$ cat src/rtl/pec_pkg.sv
// constants, states and carriers of the extended control two register block
// assumes one 250 MHz system clock and a serial management port on pins
`default_nettype none
package pec_pkg;
  // clock rate used to turn times into cycle counts
  localparam int CLK_MHZ = 250;
  // register location on the serial management port
  localparam logic [4:0] REG_ADDR = 5'h13;
  // frame opcodes and field sizes
  localparam logic [1:0] OP_READ = 2'h2;
  localparam logic [1:0] OP_WRITE = 2'h1;
  localparam logic [5:0] PRE_ONES = 6'h20;
  localparam logic [5:0] HDR_LAST = 6'h0c;
  localparam logic [5:0] DATA_LAST = 6'h0f;
  // bit positions inside the register
  localparam int BIT_NODE_REP = 15;
  localparam int BIT_SW_MODE = 14;
  localparam int BIT_REM_FAULT = 13;
  localparam int BIT_RO_RSVD = 10;
  localparam int BIT_FLOAT = 7;
  localparam int BIT_AUTO_PD = 0;
  // low 13 bits held in flops; bit 10 reads zero and ignores writes
  localparam logic [12:0] CTL_RESET = 13'h0001;
  localparam logic [12:0] CTL_WR_MASK = 13'h1bff;
  // strap sampling point after reset release, past the two sync flops
  localparam logic [1:0] CAP_AT = 2'h2;
  localparam logic [1:0] CAP_DONE = 2'h3;
  // heartbeat timing after transmit enable falls
  localparam int HB_DELAY_NS = 1000;
  localparam int HB_WIDTH_NS = 1000;
  localparam int HB_DELAY_CYC = (HB_DELAY_NS * CLK_MHZ + 999) / 1000;
  localparam int HB_WIDTH_CYC = (HB_WIDTH_NS * CLK_MHZ + 999) / 1000;
  localparam logic [9:0] HB_DELAY_LAST = 10'(HB_DELAY_CYC - 1);
  localparam logic [9:0] HB_WIDTH_LAST = 10'(HB_WIDTH_CYC - 1);

  typedef enum logic [1:0] {
    MD_PRE = 2'b00,
    MD_HDR = 2'b01,
    MD_TA = 2'b10,
    MD_DATA = 2'b11
  } pec_mdio_e;

  typedef enum logic [1:0] {
    HB_IDLE = 2'b00,
    HB_WAIT = 2'b01,
    HB_PULSE = 2'b10
  } pec_hb_e;

  // status from the rest of the transceiver, same clock
  typedef struct packed {
    logic speed_100;
    logic link_up;
    logic full_duplex;
    logic tx_en;
    logic rx_active;
    logic collision;
    logic remote_fault;
    logic isolate;
    logic heartbeat_inhibit;
  } pec_link_s;
endpackage : pec_pkg
`default_nettype wire

$ cat src/rtl/pec_mfpin.sv
// multifunction pins: management address strap, then status indicators
// assumes capture pulses once per hardware reset, on the same clock
`default_nettype none
module pec_mfpin (
  input wire logic clk_sys,
  input wire logic arst_n,
  input wire logic capture,
  input wire logic [4:0] pin_in,
  input wire logic [4:0] led_on,
  output logic [4:0] pin_out,
  output logic [4:0] pin_oe_n,
  output logic [4:0] addr
);
  import pec_pkg::*;

  genvar i;
  generate
    for (i = 0; i < 5; i++) begin : g_pin
      logic meta_reg;
      logic sync_reg;
      logic samp_reg;
      logic samp_next;
      logic oe_n_reg;
      logic oe_n_next;
      logic out_reg;
      logic out_next;

      always_comb begin
        samp_next = capture ? sync_reg : samp_reg;
        oe_n_next = capture ? 1'b0 : oe_n_reg;
        // lit level is the opposite of the strapped level
        out_next = oe_n_reg ? 1'b0 : (led_on[i] ^ samp_reg);
      end

      always_ff @(posedge clk_sys or negedge arst_n) begin
        if (!arst_n) begin
          meta_reg <= 1'b0;
          sync_reg <= 1'b0;
          samp_reg <= 1'b0;
          oe_n_reg <= 1'b1;
          out_reg <= 1'b0;
        end else begin
          meta_reg <= pin_in[i];
          sync_reg <= meta_reg;
          samp_reg <= samp_next;
          oe_n_reg <= oe_n_next;
          out_reg <= out_next;
        end
      end

      assign pin_out[i] = out_reg;
      assign pin_oe_n[i] = oe_n_reg;
      assign addr[i] = samp_reg;
    end
  endgenerate
endmodule : pec_mfpin
`default_nettype wire

$ cat src/rtl/pec_ext_ctl2.sv
// extended control two register with its serial management slave,
// strap capture, carrier sense, heartbeat and power-down control
// assumes mdc/mdio and straps arrive asynchronously; link status is on clk_sys
`default_nettype none
module pec_ext_ctl2 (
  input wire logic clk_sys,
  input wire logic arst_n,
  input wire logic sw_reset,
  input wire logic mdc,
  input wire logic mdio_in,
  output logic mdio_out,
  output logic mdio_oe_n,
  input wire logic node_repeater_strap,
  input wire logic software_config_mode,
  input wire pec_pkg::pec_link_s link,
  input wire logic [4:0] mfpin_in,
  output logic [4:0] mfpin_out,
  output logic [4:0] mfpin_oe_n,
  output logic [4:0] management_address,
  output logic crs,
  output logic col,
  output logic heartbeat_test,
  output logic config_from_regs,
  output logic pair_output_float_enable,
  output logic tx100_power_down,
  output logic speed_100
);
  import pec_pkg::*;

  // pin synchronisers; first stages feed only the second stages
  logic mdc_meta_reg;
  logic mdc_sync_reg;
  logic mdc_last_reg;
  logic mdio_meta_reg;
  logic mdio_sync_reg;
  logic nr_meta_reg;
  logic nr_sync_reg;
  logic sw_meta_reg;
  logic sw_sync_reg;

  always_ff @(posedge clk_sys or negedge arst_n) begin
    if (!arst_n) begin
      mdc_meta_reg <= 1'b0;
      mdc_sync_reg <= 1'b0;
      mdc_last_reg <= 1'b0;
      mdio_meta_reg <= 1'b1;
      mdio_sync_reg <= 1'b1;
      nr_meta_reg <= 1'b0;
      nr_sync_reg <= 1'b0;
      sw_meta_reg <= 1'b0;
      sw_sync_reg <= 1'b0;
    end else begin
      mdc_meta_reg <= mdc;
      mdc_sync_reg <= mdc_meta_reg;
      mdc_last_reg <= mdc_sync_reg;
      mdio_meta_reg <= mdio_in;
      mdio_sync_reg <= mdio_meta_reg;
      nr_meta_reg <= node_repeater_strap;
      nr_sync_reg <= nr_meta_reg;
      sw_meta_reg <= software_config_mode;
      sw_sync_reg <= sw_meta_reg;
    end
  end

  logic mdc_rise;
  assign mdc_rise = mdc_sync_reg & ~mdc_last_reg;

  // strap capture once after reset release; software reset leaves it alone
  logic [1:0] cap_cnt_reg;
  logic [1:0] cap_cnt_next;
  logic capture;
  logic node_rep_reg;
  logic node_rep_next;
  logic sw_mode_reg;
  logic sw_mode_next;

  assign capture = (cap_cnt_reg == CAP_AT);

  always_comb begin
    cap_cnt_next = cap_cnt_reg + 2'(cap_cnt_reg != CAP_DONE);
    node_rep_next = capture ? nr_sync_reg : node_rep_reg;
    sw_mode_next = capture ? sw_sync_reg : sw_mode_reg;
  end

  // everything here is held in reset while arst_n is low
  always_ff @(posedge clk_sys or negedge arst_n) begin
    if (!arst_n) begin
      cap_cnt_reg <= 2'h0;
      node_rep_reg <= 1'b0;
      sw_mode_reg <= 1'b0;
    end else begin
      cap_cnt_reg <= cap_cnt_next;
      node_rep_reg <= node_rep_next;
      sw_mode_reg <= sw_mode_next;
    end
  end

  // management frame slave; only preambles of at least 32 ones are accepted
  pec_mdio_e md_state_reg;
  pec_mdio_e md_state_next;
  logic [5:0] cnt_reg;
  logic [5:0] cnt_next;
  logic [12:0] hdr_reg;
  logic [12:0] hdr_next;
  logic [15:0] sh_reg;
  logic [15:0] sh_next;
  logic is_read_reg;
  logic is_read_next;
  logic hit_reg;
  logic hit_next;
  logic md_out_reg;
  logic md_out_next;
  logic md_oe_n_reg;
  logic md_oe_n_next;
  logic [12:0] ctl_reg;
  logic [12:0] ctl_next;
  logic [15:0] rd_value;
  logic [15:0] wr_value;

  // bit 13 is live so it always matches the partner ability copy
  always_comb begin
    rd_value = {node_rep_reg, sw_mode_reg, link.remote_fault, ctl_reg};
    rd_value[BIT_REM_FAULT] = link.remote_fault;
    rd_value[BIT_RO_RSVD] = 1'b0;
  end

  assign wr_value = {sh_reg[14:0], mdio_sync_reg};

  always_comb begin
    md_state_next = md_state_reg;
    cnt_next = cnt_reg;
    hdr_next = hdr_reg;
    sh_next = sh_reg;
    is_read_next = is_read_reg;
    hit_next = hit_reg;
    md_out_next = md_out_reg;
    md_oe_n_next = md_oe_n_reg;
    ctl_next = ctl_reg;
    if (mdc_rise) begin
      case (md_state_reg)
        MD_PRE: begin
          if (mdio_sync_reg) begin
            cnt_next = (cnt_reg == PRE_ONES) ? cnt_reg : cnt_reg + 6'h1;
          end else if (cnt_reg == PRE_ONES) begin
            md_state_next = MD_HDR;
            cnt_next = 6'h0;
          end else begin
            cnt_next = 6'h0;
          end
        end
        MD_HDR: begin
          hdr_next = {hdr_reg[11:0], mdio_sync_reg};
          cnt_next = cnt_reg + 6'h1;
          if (cnt_reg == HDR_LAST) begin
            cnt_next = 6'h0;
            // other registers of this address are passed over silently
            hit_next = (hdr_next[9:5] == management_address) &&
                       (hdr_next[4:0] == REG_ADDR);
            is_read_next = (hdr_next[11:10] == OP_READ);
            if (hdr_next[12] && (hdr_next[11:10] == OP_READ ||
                                 hdr_next[11:10] == OP_WRITE)) begin
              md_state_next = MD_TA;
            end else begin
              md_state_next = MD_PRE;
            end
          end
        end
        MD_TA: begin
          cnt_next = cnt_reg + 6'h1;
          if (cnt_reg == 6'h0) begin
            if (is_read_reg && hit_reg) begin
              md_oe_n_next = 1'b0;
              md_out_next = 1'b0;
            end
          end else begin
            md_state_next = MD_DATA;
            cnt_next = 6'h0;
            sh_next = rd_value;
            md_out_next = rd_value[15];
          end
        end
        MD_DATA: begin
          cnt_next = cnt_reg + 6'h1;
          sh_next = wr_value;
          md_out_next = sh_reg[14];
          if (cnt_reg == DATA_LAST) begin
            md_state_next = MD_PRE;
            cnt_next = 6'h0;
            md_oe_n_next = 1'b1;
            md_out_next = 1'b0;
            if (!is_read_reg && hit_reg) begin
              // reserved bits other than bit 10 keep what was written; they steer nothing
              ctl_next = (ctl_reg & ~CTL_WR_MASK) |
                         (wr_value[12:0] & CTL_WR_MASK);
            end
          end
        end
        default: begin
          md_state_next = MD_PRE;
          cnt_next = 6'h0;
          md_oe_n_next = 1'b1;
        end
      endcase
    end
    if (sw_reset) begin
      ctl_next = CTL_RESET;
    end
  end

  always_ff @(posedge clk_sys or negedge arst_n) begin
    if (!arst_n) begin
      md_state_reg <= MD_PRE;
      cnt_reg <= 6'h0;
      hdr_reg <= 13'h0000;
      sh_reg <= 16'h0000;
      is_read_reg <= 1'b0;
      hit_reg <= 1'b0;
      md_out_reg <= 1'b0;
      md_oe_n_reg <= 1'b1;
      ctl_reg <= CTL_RESET;
    end else begin
      md_state_reg <= md_state_next;
      cnt_reg <= cnt_next;
      hdr_reg <= hdr_next;
      sh_reg <= sh_next;
      is_read_reg <= is_read_next;
      hit_reg <= hit_next;
      md_out_reg <= md_out_next;
      md_oe_n_reg <= md_oe_n_next;
      ctl_reg <= ctl_next;
    end
  end

  assign mdio_out = md_out_reg;
  assign mdio_oe_n = md_oe_n_reg;

  // heartbeat: collision pulse a fixed time after transmit enable falls
  pec_hb_e hb_state_reg;
  pec_hb_e hb_state_next;
  logic [9:0] hb_cnt_reg;
  logic [9:0] hb_cnt_next;
  logic tx_en_last_reg;
  logic hb_en;

  // full duplex and repeater use suppress it whatever the inhibit says
  assign hb_en = !node_rep_reg && !link.heartbeat_inhibit &&
                 !link.full_duplex;

  always_comb begin
    hb_state_next = hb_state_reg;
    hb_cnt_next = hb_cnt_reg;
    case (hb_state_reg)
      HB_IDLE: begin
        if (tx_en_last_reg && !link.tx_en && hb_en) begin
          hb_state_next = HB_WAIT;
          hb_cnt_next = 10'h000;
        end
      end
      HB_WAIT: begin
        hb_cnt_next = hb_cnt_reg + 10'h001;
        if (hb_cnt_reg == HB_DELAY_LAST) begin
          hb_state_next = HB_PULSE;
          hb_cnt_next = 10'h000;
        end
      end
      HB_PULSE: begin
        hb_cnt_next = hb_cnt_reg + 10'h001;
        if (hb_cnt_reg == HB_WIDTH_LAST) begin
          hb_state_next = HB_IDLE;
          hb_cnt_next = 10'h000;
        end
      end
      default: begin
        hb_state_next = HB_IDLE;
        hb_cnt_next = 10'h000;
      end
    endcase
  end

  always_ff @(posedge clk_sys or negedge arst_n) begin
    if (!arst_n) begin
      hb_state_reg <= HB_IDLE;
      hb_cnt_reg <= 10'h000;
      tx_en_last_reg <= 1'b0;
    end else begin
      hb_state_reg <= hb_state_next;
      hb_cnt_reg <= hb_cnt_next;
      tx_en_last_reg <= link.tx_en;
    end
  end

  // registered status and control outputs
  logic crs_reg;
  logic col_reg;
  logic hb_test_reg;
  logic cfg_regs_reg;
  logic float_reg;
  logic pd100_reg;
  logic speed_reg;
  logic [4:0] led_on;

  always_ff @(posedge clk_sys or negedge arst_n) begin
    if (!arst_n) begin
      crs_reg <= 1'b0;
      col_reg <= 1'b0;
      hb_test_reg <= 1'b0;
      cfg_regs_reg <= 1'b0;
      float_reg <= 1'b0;
      pd100_reg <= 1'b0;
      speed_reg <= 1'b0;
    end else begin
      crs_reg <= node_rep_reg ? link.rx_active
                              : (link.tx_en | link.rx_active);
      col_reg <= link.collision | (hb_state_reg == HB_PULSE);
      hb_test_reg <= hb_en;
      cfg_regs_reg <= sw_mode_reg;
      float_reg <= ctl_reg[BIT_FLOAT];
      pd100_reg <= (ctl_reg[BIT_AUTO_PD] && !link.speed_100) ||
                   link.isolate;
      speed_reg <= link.speed_100;
    end
  end

  assign crs = crs_reg;
  assign col = col_reg;
  assign heartbeat_test = hb_test_reg;
  assign config_from_regs = cfg_regs_reg;
  assign pair_output_float_enable = float_reg;
  assign tx100_power_down = pd100_reg;
  assign speed_100 = speed_reg;

  // indicator order: rx, tx, link, collision, activity
  assign led_on = {link.rx_active, link.tx_en, link.link_up, link.collision,
                   link.tx_en | link.rx_active};

  pec_mfpin u_mfpin (
    .clk_sys(clk_sys),
    .arst_n(arst_n),
    .capture(capture),
    .pin_in(mfpin_in),
    .led_on(led_on),
    .pin_out(mfpin_out),
    .pin_oe_n(mfpin_oe_n),
    .addr(management_address)
  );
endmodule : pec_ext_ctl2
`default_nettype wire

$ cat config.mk
export PLATFORM = sky130hd
export DESIGN_NAME = pec_ext_ctl2
export DESIGN_NICKNAME = d
export VERILOG_FILES = /design/src/rtl/pec_pkg.sv /design/src/rtl/pec_mfpin.sv /design/src/rtl/pec_ext_ctl2.sv
export SDC_FILE = /design/constraint.sdc
export NUM_CORES = 1
export LEC_CHECK = 0
export ABC_AREA = 0
export BUFFER_PORTS_ARGS = -buffer_cell sky130_fd_sc_hd__buf_2
export CAP_MARGIN = 20
export CORE_MARGIN = 2
export CORE_UTILIZATION = 63
export DETAILED_ROUTE_END_ITERATION = 6
export GPL_TIMING_DRIVEN = 0
export PLACE_DENSITY = 0.89
export SLEW_MARGIN = 20
export SYNTH_ARGS = -nofsm -noshare
export SYNTH_HDL_FRONTEND = slang
export SYNTH_SLANG_ARGS = --single-unit
$ cat constraint.sdc
create_clock -name clk_sys -period 4.15 [get_ports clk_sys]
set_clock_uncertainty 0.1 [all_clocks]
set_input_delay 0.83 -clock clk_sys [delete_from_list [all_inputs] [get_ports clk_sys]]
set_output_delay 0.83 -clock clk_sys [all_outputs]
set_load 0.005 [all_outputs]
## Yosys cells after proc, flatten, opt, wreduce, memory -nomap -nowiden

Index checks and enable logic that the tools add are counted.

| storage, ports and cells | value |
|---|---|
| logic and storage cells | 167 |
| input bits | 21 |
| register bits | 106 |
| output and inout port bits | 24 |

| cells by class | value |
|---|---|
| mux-type cells | 40 |
| bitwise gates (word level) | 10 |
| reductions and logical operators | 35 |
| equal/unequal tests | 27 |
| add/subtract/negate cells | 3 |

Operators by type and width:

| kind | count |
|---|---|
| 13-bit two-way mux | 5 |
| 6-bit two-way mux | 5 |
| 15-bit case mux with 2 select lines | 1 |
| 6-bit case mux with 4 select lines | 1 |
| 2-bit != test (second input constant) | 11 |
| 10-bit two-way mux | 2 |
| 10-bit case mux with 2 select lines | 1 |
| 2-bit two-way mux | 9 |
| 15-bit two-way mux | 1 |
| 11-bit by 13-bit OR with 13-bit output | 1 |
| 6-bit by 4-bit equality test with 1-bit output (second input constant) | 2 |
| 3-bit AND reduction | 4 |
| 1-bit two-way mux | 11 |
| 10-bit by 1-bit adder with 10-bit output (second input constant) | 1 |
| 10-bit by 8-bit equality test with 1-bit output (second input constant) | 1 |
| 2-bit equality test (second input constant) | 5 |
| 2-bit nonzero test | 5 |
| 1-bit logical AND | 9 |
| 2-bit case mux with 4 select lines | 1 |
| 6-bit by 1-bit adder with 6-bit output (second input constant) | 1 |
| 2-bit by 1-bit equality test with 1-bit output (second input constant) | 3 |
| 6-bit equality test (second input constant) | 1 |
| 1-bit zero test | 6 |
| 6-bit zero test | 1 |
| 17 further kinds | 27 |

## Longest topological paths before layout

Gate-level depths: netlist (run 1).

| logic depth | value |
|---|---|
| depth in word-level cells | 7 |
| mapped depth | 8 |
| gate-level depth less buffers | 6 |

## Modules after synthesis

From an unflattened synthesis (run 1), not the netlist that was laid out.

| unflattened totals | value |
|---|---|
| cells, all modules | 386 |
| area total of the unflattened synthesis | 4589.4 um^2 |

By module, submodules not included:

| module | times used | seq. area each (um^2) | cells an instance | area an instance (um^2) |
|---|---|---|---|---|
| pec_ext_ctl2 | 1 | 2107.0 | 334 | 3822.4 |
| pec_mfpin | 1 | 526.8 | 52 | 767.0 |

## Worst setup path after synthesis (run 1)

OpenSTA, ideal clock, no wires.

| path | value |
|---|---|
| kind | in2reg |
| start | input link[0] (netlist bit) |
| end | register hb_cnt_reg[3] |
| data arrival time | 1.859 ns |
| required time | 3.917 ns |
| buffers on the path | 0 |
| stages on the path | 4 |
| setup time | 0.133 ns |
| path slack | 2.058 ns |
| cell sequence | or4b_2 o21ai_0 xnor2_1 nor2_1 |

| on the way | value |
|---|---|
| word-level cells in the longest chain between the ends | 5 |

Ends and longest elaborated chain:

| element | RTL line | text |
|---|---|---|
| start, declared | pec_ext_ctl2.sv:15 | `input wire pec_pkg::pec_link_s link,` |
| 1-bit zero test | pec_ext_ctl2.sv:246 | `assign hb_en = !node_rep_reg && !link.heartbeat_inhibit &&` |
| 1-bit logical AND (2 in series) | pec_ext_ctl2.sv:246 |  |
| 1-bit logical AND | pec_ext_ctl2.sv:254 | `if (tx_en_last_reg && !link.tx_en && hb_en) begin` |
| 2-bit != test (no source line) | -- |  |
| end signal, assigned | pec_ext_ctl2.sv:287 | `hb_cnt_reg <= hb_cnt_next;` |
| end, declared | pec_ext_ctl2.sv:240 | `logic [9:0] hb_cnt_reg;` |

No other way between the ends.
A chain may end at the register's enable or synchronous reset.

## Worst setup path after layout (run 1)

| path | value |
|---|---|
| start | register cnt_reg[0] |
| end | register ctl_reg[3] |

| on the way | value |
|---|---|
| word-level cells in the longest chain between the ends | 3 |

Ends and longest elaborated chain:

| element | RTL line | text |
|---|---|---|
| start, declared | pec_ext_ctl2.sv:101 | `logic [5:0] cnt_reg;` |
| start signal, assigned | pec_ext_ctl2.sv:223 | `cnt_reg <= cnt_next;` |
| 6-bit by 4-bit equality test with 1-bit output | pec_ext_ctl2.sv:186 | `if (cnt_reg == DATA_LAST) begin` |
| 2-bit nonzero test (no source line) | -- |  |
| 4-bit AND reduction (no source line) | -- |  |
| end signal, assigned | pec_ext_ctl2.sv:230 | `ctl_reg <= ctl_next;` |
| end, declared | pec_ext_ctl2.sv:115 | `logic [12:0] ctl_reg;` |

No other way between the ends.

==> metrics.txt, run 1 <==
Final Max Tran Viols=0; CTS H-Tree Depth=3; number of buffers on the longest clock path=2; Post-Synth Adder-Cell Area=between 2 and 2.5%; number of DRC violations after detailed-routing iteration 0=around 170; routed vias/inst=~5.7; Final Power=about 2.3 mW; final setup TNS=0 ps; total number of clock tree sinks=105; library cells used by synthesis=52; later-pin clock latency in the skew report=360 ps; initial cell density of the core=approximately two thirds; CTS root buf=clkbuf_8; fraction of the mapped netlist area in compound gates=10.9%; status=finished clean; mean instance size in the synthesized netlist=between 10 and 15 µm²; share of synthesized cell area in and, or, nand and nor gates=around an eighth; final clock period utilization by the worst path=53.4%; count of warnings emitted by yosys=0; Cell Area, Synth=approximately 4500 µm²; number of buffers inserted by post-CTS setup repair=0; HP Class=in2async; Top Ports=between 40 and 50; share of final-layout standard cells stronger than drive strength 1=between 20% and 30%; register bit total from synthesis=around 110; cells traversed along the worst timing path=ha_1, nand3_1, nor4_1, and2b_1, buf_2, a22o_1; worst-margin pin slew=523 ps; wire length of the first global-routing pass=14.5 mm; commonest non-fill, non-tap cells in the layout=dfrtp_1 (100), buf_2 (51), nand2_1 (28); Period minus WS final=2220 ps; register area share after synthesis=about 58%; leakage=2.41 nW; worst vdd ir=about 340 µV; die height=approximately 90 µm; pin count of the biggest net entering global routing=65; number of CTS-inserted buffers=9; Fmax=roughly 450 MHz; Setup Crit Path Kind=reg2reg; # DRC=0; total wire length=about 8.5 mm; required arrival time at the worst endpoint=4350 ps; worst slew slack as a fraction of its limit=roughly two thirds; initial antenna violation count=0; most common cell after layout, fill and taps aside=dfrtp_1; Port Buffer Count=44; GP Congestion=around 0.87; core footprint=6870 µm²; GRT Residual Overflow=0; worst setup slack before clock tree synthesis=~1700 ps; Finished Layout Cells=542; TritonCTS clock tree=done; Crit Path Max Fanout=10; Syn Nets=415; filler cell count=470; DP HPWL=5.68 mm; Final Hold Vio Count=0; vias in the first global route=~3,000; floorplan row count=30; chip width=around 90 µm; area of the multi-input gates=between 1500 and 2000 µm²; total number of vias=just over 3,000; number of enable flip-flop cells after synthesis=0; async set or reset register ratio after synthesis=100%; endpoint type of the worst setup path=flip-flop; DRT antenna net count=0; dominant register cell in the synthesized netlist=dfrtp_1; mux cell area share after synthesis=8.73%; cells resized by post-CTS repair=0; NumNets Final=about 470; CP max stage delay=~510 ps; number of cells produced by synthesis=385; wire length per cell after detailed routing=roughly 16 µm; minimum setup slack in the final design=about 1900 ps; Ant. Diodes=0; DRT Pass-1 Iters=4; number of max-cap violations=0; synth top area cells=dfrtp_1 (55%), mux2_2 (5.2%), mux2i_1 (3.5%), o21ai_0 (3.0%), dfstp_2 (2.9%); final cell utilization of the core=about 75%; setup repair after global routing missed its margin=false; post-synthesis to final-layout area growth=12.9%; main combinational cell family by area after synthesis=simple AND/OR/NAND/NOR gates; Tot GR Track Use=23.7%; element type at the critical path start=flip-flop; area share of the leading cell type in the synthesized netlist=a little under three fifths; post-synthesis cell type with the largest combined area=dfrtp_1; library cell contributing the largest single delay on the critical path=nor4_1; P per Cell Area=453 nW/µm²; Cells after DPL=around 530; clock-pin slew on the worst setup and hold paths=approximately 100 ps; area of the die=7910 µm²; signal arrival time at the worst endpoint=2420 ps; final setup fails=0; Synth Area in XOR/XNOR=roughly 2.3%; cts-stage hold buffer count=0; number of flip-flops in the largest register=15; sequential cell area in the final layout=~2600 µm²
critical path: cells and delay by family, from the launching register on:
kind                     cells  cell delay, ps
flip-flops                   1             420
AND/OR/NAND/NOR              3             970
AO/OA/AOI/OAI                1             170
adder cells (fa/ha/maj)      1             240
buffers and inverters        1             260
power breakdown:
part | switching (mW) | internal [mW]
Clock | 0.358 | 0.303
Sequential | 0.103 | 1.13
Combinational | 0.238 | 0.196
metal layers:
| layer | routed length (µm) | vias to the layer above | share of wire (%) | GRT usage [%] |
|---|---|---|---|---|
| met4 | 95 | 0 | 1.1 | 6.24 |
| met1 | 3870 | 1518 | 46 | 33.5 |
| met2 | 4180 | 96 | 49 | 37.9 |
| li1 | - | 1473 | - | - |
| met5 | 0 | - | 0 | 0 |
| met3 | 351 | 10 | 4.1 | 5.26 |
final cells by class:
| cell class | instances | share of cell area [%] |
|---|---|---|
| plain buffers | 28 | 3.49 |
| inverters | 15 | 1.10 |
| well taps | 96 | 2.34 |
| clock inverters | 6 | 1.46 |
| multi-input cells | 237 | 32.7 |
| clock buffers | 10 | 2.68 |
| repair buffers | 45 | 4.95 |
| flip-flops and latches | 105 | 51.3 |
cells by family after synthesis:
family                     after synthesis
adders and majority gates                9
and+or+nand+nor                        104
DFF                                    105
xor gates and xnor gates                12
AOI/OAI and AO/OA                       75
buffers and inverters                   43
muxes                                   37
final timing paths:
kind / from / to / slack, ps / cells past startpoint
worst max register to register: cnt_reg[0] / ctl_reg[3] / 1930 / 6
worst min-delay path: arst_n / hb_cnt_reg[2] / 260 / 1
worst min register to register: nr_meta_reg / nr_sync_reg / 260 / 0
min in group clk_sys: nr_meta_reg / nr_sync_reg / 260 / 0
max in group asynchronous: arst_n / mdio_sync_reg / 3010 / 2
worst max-delay path: cnt_reg[0] / ctl_reg[3] / 1930 / 6
through the flow:
stage | hold slack, ps | cell area (µm²)
6_report | 257 | 5130
2_1_floorplan | 231 | 4540
5_1_grt | 270 | 5130
3_3_place_gp | 232 | 4880
3_5_place_dp | 235 | 4920
4_1_cts | 258 | 5130
cells in the mapped netlist, types with 3 or more instances:
| master | instances |
|---|---|
| a21oi_1 | 9 |
| a22o_1 | 12 |
| a31oi_1 | 3 |
| buf_2 | 8 |
| buf_4 | 17 |
| clkbuf_1 | 3 |
| dfrtp_1 | 100 |
| dfstp_2 | 5 |
| ha_1 | 9 |
| inv_1 | 15 |
| mux2_2 | 21 |
| mux2i_1 | 16 |
| nand2_1 | 28 |
| nand2b_1 | 5 |
| nand3_1 | 11 |
| nand4_1 | 4 |
| nand4b_1 | 3 |
| nor2_1 | 17 |
| nor2b_1 | 4 |
| nor4_1 | 6 |
| o21ai_0 | 27 |
| o31ai_1 | 7 |
| or2_2 | 4 |
| or4_1 | 5 |
| xnor2_1 | 8 |
| xor2_1 | 4 |
(Power assumes the default switching activity.)
==> run 2, diff against run 1 <==
--- a/config.mk
+++ b/config.mk
@@ -5,14 +5,14 @@
 export SDC_FILE = /design/constraint.sdc
 export NUM_CORES = 1
 export LEC_CHECK = 0
-export ABC_AREA = 0
+export ABC_AREA = 1
 export BUFFER_PORTS_ARGS = -buffer_cell sky130_fd_sc_hd__buf_2
 export CAP_MARGIN = 20
 export CORE_MARGIN = 2
-export CORE_UTILIZATION = 63
+export CORE_UTILIZATION = 59
 export DETAILED_ROUTE_END_ITERATION = 6
 export GPL_TIMING_DRIVEN = 0
-export PLACE_DENSITY = 0.89
+export PLACE_DENSITY = 0.84
 export SLEW_MARGIN = 20
 export SYNTH_ARGS = -nofsm -noshare
 export SYNTH_HDL_FRONTEND = slang
==> constraint.sdc (replaced) <==
create_clock -name clk_sys -period 2.07 [get_ports clk_sys]
set_clock_uncertainty 0.1 [all_clocks]
set_input_delay 0.414 -clock clk_sys [delete_from_list [all_inputs] [get_ports clk_sys]]
set_output_delay 0.414 -clock clk_sys [all_outputs]
set_load 0.005 [all_outputs]
==> run 2 against run 1 <==
Clock-buffer cell count is the same. Wire length rose by 5.8%. Total power up 78%. Die area increased by 9.8%. First-iteration DRC count is 4.2% higher. Global-route usage is 0.68 points lower. Combinational power up 38%. Largest power group unchanged.
==> metrics.txt, run 2 <==
library cell contributing the largest single delay on the critical path=dfrtp_1; filler cell count=606 (+29%); initial antenna violation count=0 (unchanged); Final Hold Vio Count=0 (unchanged); cells traversed along the worst timing path=ha_1, nand3_1, nor2_2, nand3_1, buf_2, nand3_1, o21ai_1; commonest non-fill, non-tap cells in the layout=nand2_1 (112), dfrtp_1 (100), inv_1 (64); wire length per cell after detailed routing=13.0 µm (-17%); Fmax=558 MHz (+24%); total number of vias=3,650 (+18%); number of cells produced by synthesis=528 (+37%); initial cell density of the core=60.7% (-5.4 points); worst vdd ir=626 µV (+82%); P per Cell Area=779 nW/µm² (+72%); library cells used by synthesis=29 (-44%); synth top area cells=dfrtp_1 (53%), nand2_1 (9.0%), inv_1 (5.1%), nand3_1 (4.6%), o21ai_0 (3.3%); combined buffer and inverter count along the critical path=1 (unchanged); element type at the critical path start=flip-flop; number of enable flip-flop cells after synthesis=0 (unchanged); setup repair after global routing missed its margin=false; crit-path leading delay family=simple AND/OR/NAND/NOR gates; final clock period utilization by the worst path=86.5% (+33 points); core footprint=7730 µm² (+12%); final setup TNS=0 ps (unchanged); routed vias/inst=5.27 (-7.8%); signal arrival time at the worst endpoint=1960 ps (-460 ps); CP max stage delay=420 ps (-90 ps); GRT Residual Overflow=0 (unchanged); area share of the leading cell type in the synthesized netlist=53.3% (-1.7 points); Crit Path Max Fanout=10 (unchanged); Setup Crit Path Kind=reg2reg; register bit total from synthesis=105 (unchanged); chip width=93.2 µm (+4.8%); vias in the first global route=3,557 (+17%); die height=93.2 µm (+4.8%); CTS root buf=clkbuf_8; status=finished clean; dominant register cell in the synthesized netlist=dfrtp_1; Final Max Tran Viols=0 (unchanged); later-pin clock latency in the skew report=380 ps (+20 ps); register area share after synthesis=56.1% (-1.8 points); post-synthesis to final-layout area growth=12.9% (about the same); HP Class=in2reg; number of buffers on the longest clock path=2 (unchanged); DP HPWL=6.30 mm (+11%); most frequently used cell type in the post-synthesis netlist=nand2_1; leakage=2.58 nW (+6.9%); number of CTS-inserted buffers=9 (unchanged); Period minus WS final=1790 ps (-427 ps); NumNets Final=616 (+31%); total number of clock tree sinks=105 (unchanged); final setup fails=0 (unchanged); wire length of the first global-routing pass=15.8 mm (+9.0%); GP Congestion=0.861 (-1.1%); final cell utilization of the core=68.6% (-6.1 points); Cell Area, Synth=4690 µm² (+3.3%); leading cell types by count after synthesis=nand2_1 (112), dfrtp_1 (100), inv_1 (64); DRT Pass-1 Iters=5 (+1); # DRC=0 (unchanged); number of DRC violations after detailed-routing iteration 0=175 (+4.2%); pin count of the biggest net entering global routing=80 (+23%); endpoint type of the worst setup path=flip-flop; Ant. Diodes=0 (unchanged); CTS H-Tree Depth=3 (unchanged); DRT antenna net count=0 (unchanged); TritonCTS clock tree=done; number of buffers inserted by post-CTS setup repair=0 (unchanged); floorplan row count=32 (+6.7%); worst slew slack as a fraction of its limit=70.1% (+5.2 points); Port Buffer Count=44 (unchanged); count of warnings emitted by yosys=0 (unchanged); worst-margin pin slew=449 ps (-73.8 ps); Top Ports=45 (unchanged); clock-pin slew on the worst setup and hold paths=110 ps (about the same); area of the die=8680 µm² (+9.8%); sequential cell area in the final layout=2630 µm² (unchanged); async set or reset register ratio after synthesis=100% (unchanged); Syn Nets=558 (+34%); required arrival time at the worst endpoint=2240 ps (-2110 ps); cell occurring most often along the worst timing path=nand3_1; number of flip-flops in the largest register=15 (unchanged); total wire length=8.98 mm (+5.8%); share of final-layout standard cells stronger than drive strength 1=18.3% (-8.4 points); Tot GR Track Use=23.0% (-0.68 points); number of max-cap violations=0 (unchanged); area of the multi-input gates=1610 µm² (-3.9%); cells resized by post-CTS repair=0 (unchanged); post-synthesis cell type with the largest combined area=dfrtp_1; most common cell after layout, fill and taps aside=nand2_1; mean instance size in the synthesized netlist=8.89 µm² (-25%); WHS=26.3 ps (-230 ps)
[run 2: stage by stage]
step,instance area [µm²],std cells,setup slack [ps],power [mW]
after detailed placement,5070,675,332,2.88
after global placement,5040,674,-568,2.84
after CTS,5300,693,307,4.17
after global routing,5300,693,108,4.38
final,5300,693,279,4.13
after floorplan,4690,528,563,2.66
[run 2: cell families after synthesis]
group / synth area share, %
AO/OA/AOI/OAI: 10.3
XOR/XNOR: 0.560
adder cells (fa/ha/maj): 2.40
buffers and inverters: 9.57
flip-flops: 56.1
multiplexers: 0.240
AND/OR/NAND/NOR: 20.8
[run 2: timing repair]
action | in CTS | in global routing
setup endpoints to repair | 0 | 0
endpoints found under the hold margin | 26 | 0
hold buffers | 2 | 0
[run 2: routing by layer]
layer,part of all wire [%],GRT usage (%)
met2,48,36.4
met5,0,0
met4,1.5,8.95
met3,6.4,6.61
met1,44,30.3
[run 2: report_power, final]
part | leakage [nW] | total (mW) | internal [mW] | switching (mW)
Clock | 0.106 | 1.29 | 0.513 | 0.775
Combinational | 1.13 | 0.597 | 0.211 | 0.386
Sequential | 1.34 | 2.24 | 2.15 | 0.0922
Total | 2.58 | 4.13 | 2.87 | 1.25
[run 2: worst register-to-register path, stage by stage (launching register included)]
cell and delay, ps:
dfrtp_1 420, ha_1 260, nand3_1 140, nor2_2 220, nand3_1 150, buf_2 220
nand3_1 100, o21ai_1 80
[run 2: layout make-up]
type                            instances  area share, %
Multi-Input combinational cell        325           30.4
Sequential cell                       105           49.7
Clock inverter                          6           1.27
Tap cell                              102           2.41
Timing Repair Buffer                   47           5.17
Buffer                                 29           3.59
Clock buffer                           10           2.60
Inverter                               69           4.89
[run 2: worst paths after layout]
kind | slack, ps | cells past startpoint | from | endpoint
max | 280 | 7 | cnt_reg[1] | ctl_reg[7]
min | 30 | 1 | mfpin_in[1] | u_mfpin.g_pin[1].meta_reg
max reg2reg | 280 | 7 | cnt_reg[1] | ctl_reg[7]
min reg2reg | 260 | 0 | sw_meta_reg | sw_sync_reg
max in group asynchronous | 840 | 3 | arst_n | mdio_meta_reg
min in group asynchronous | 350 | 2 | arst_n | cnt_reg[4]
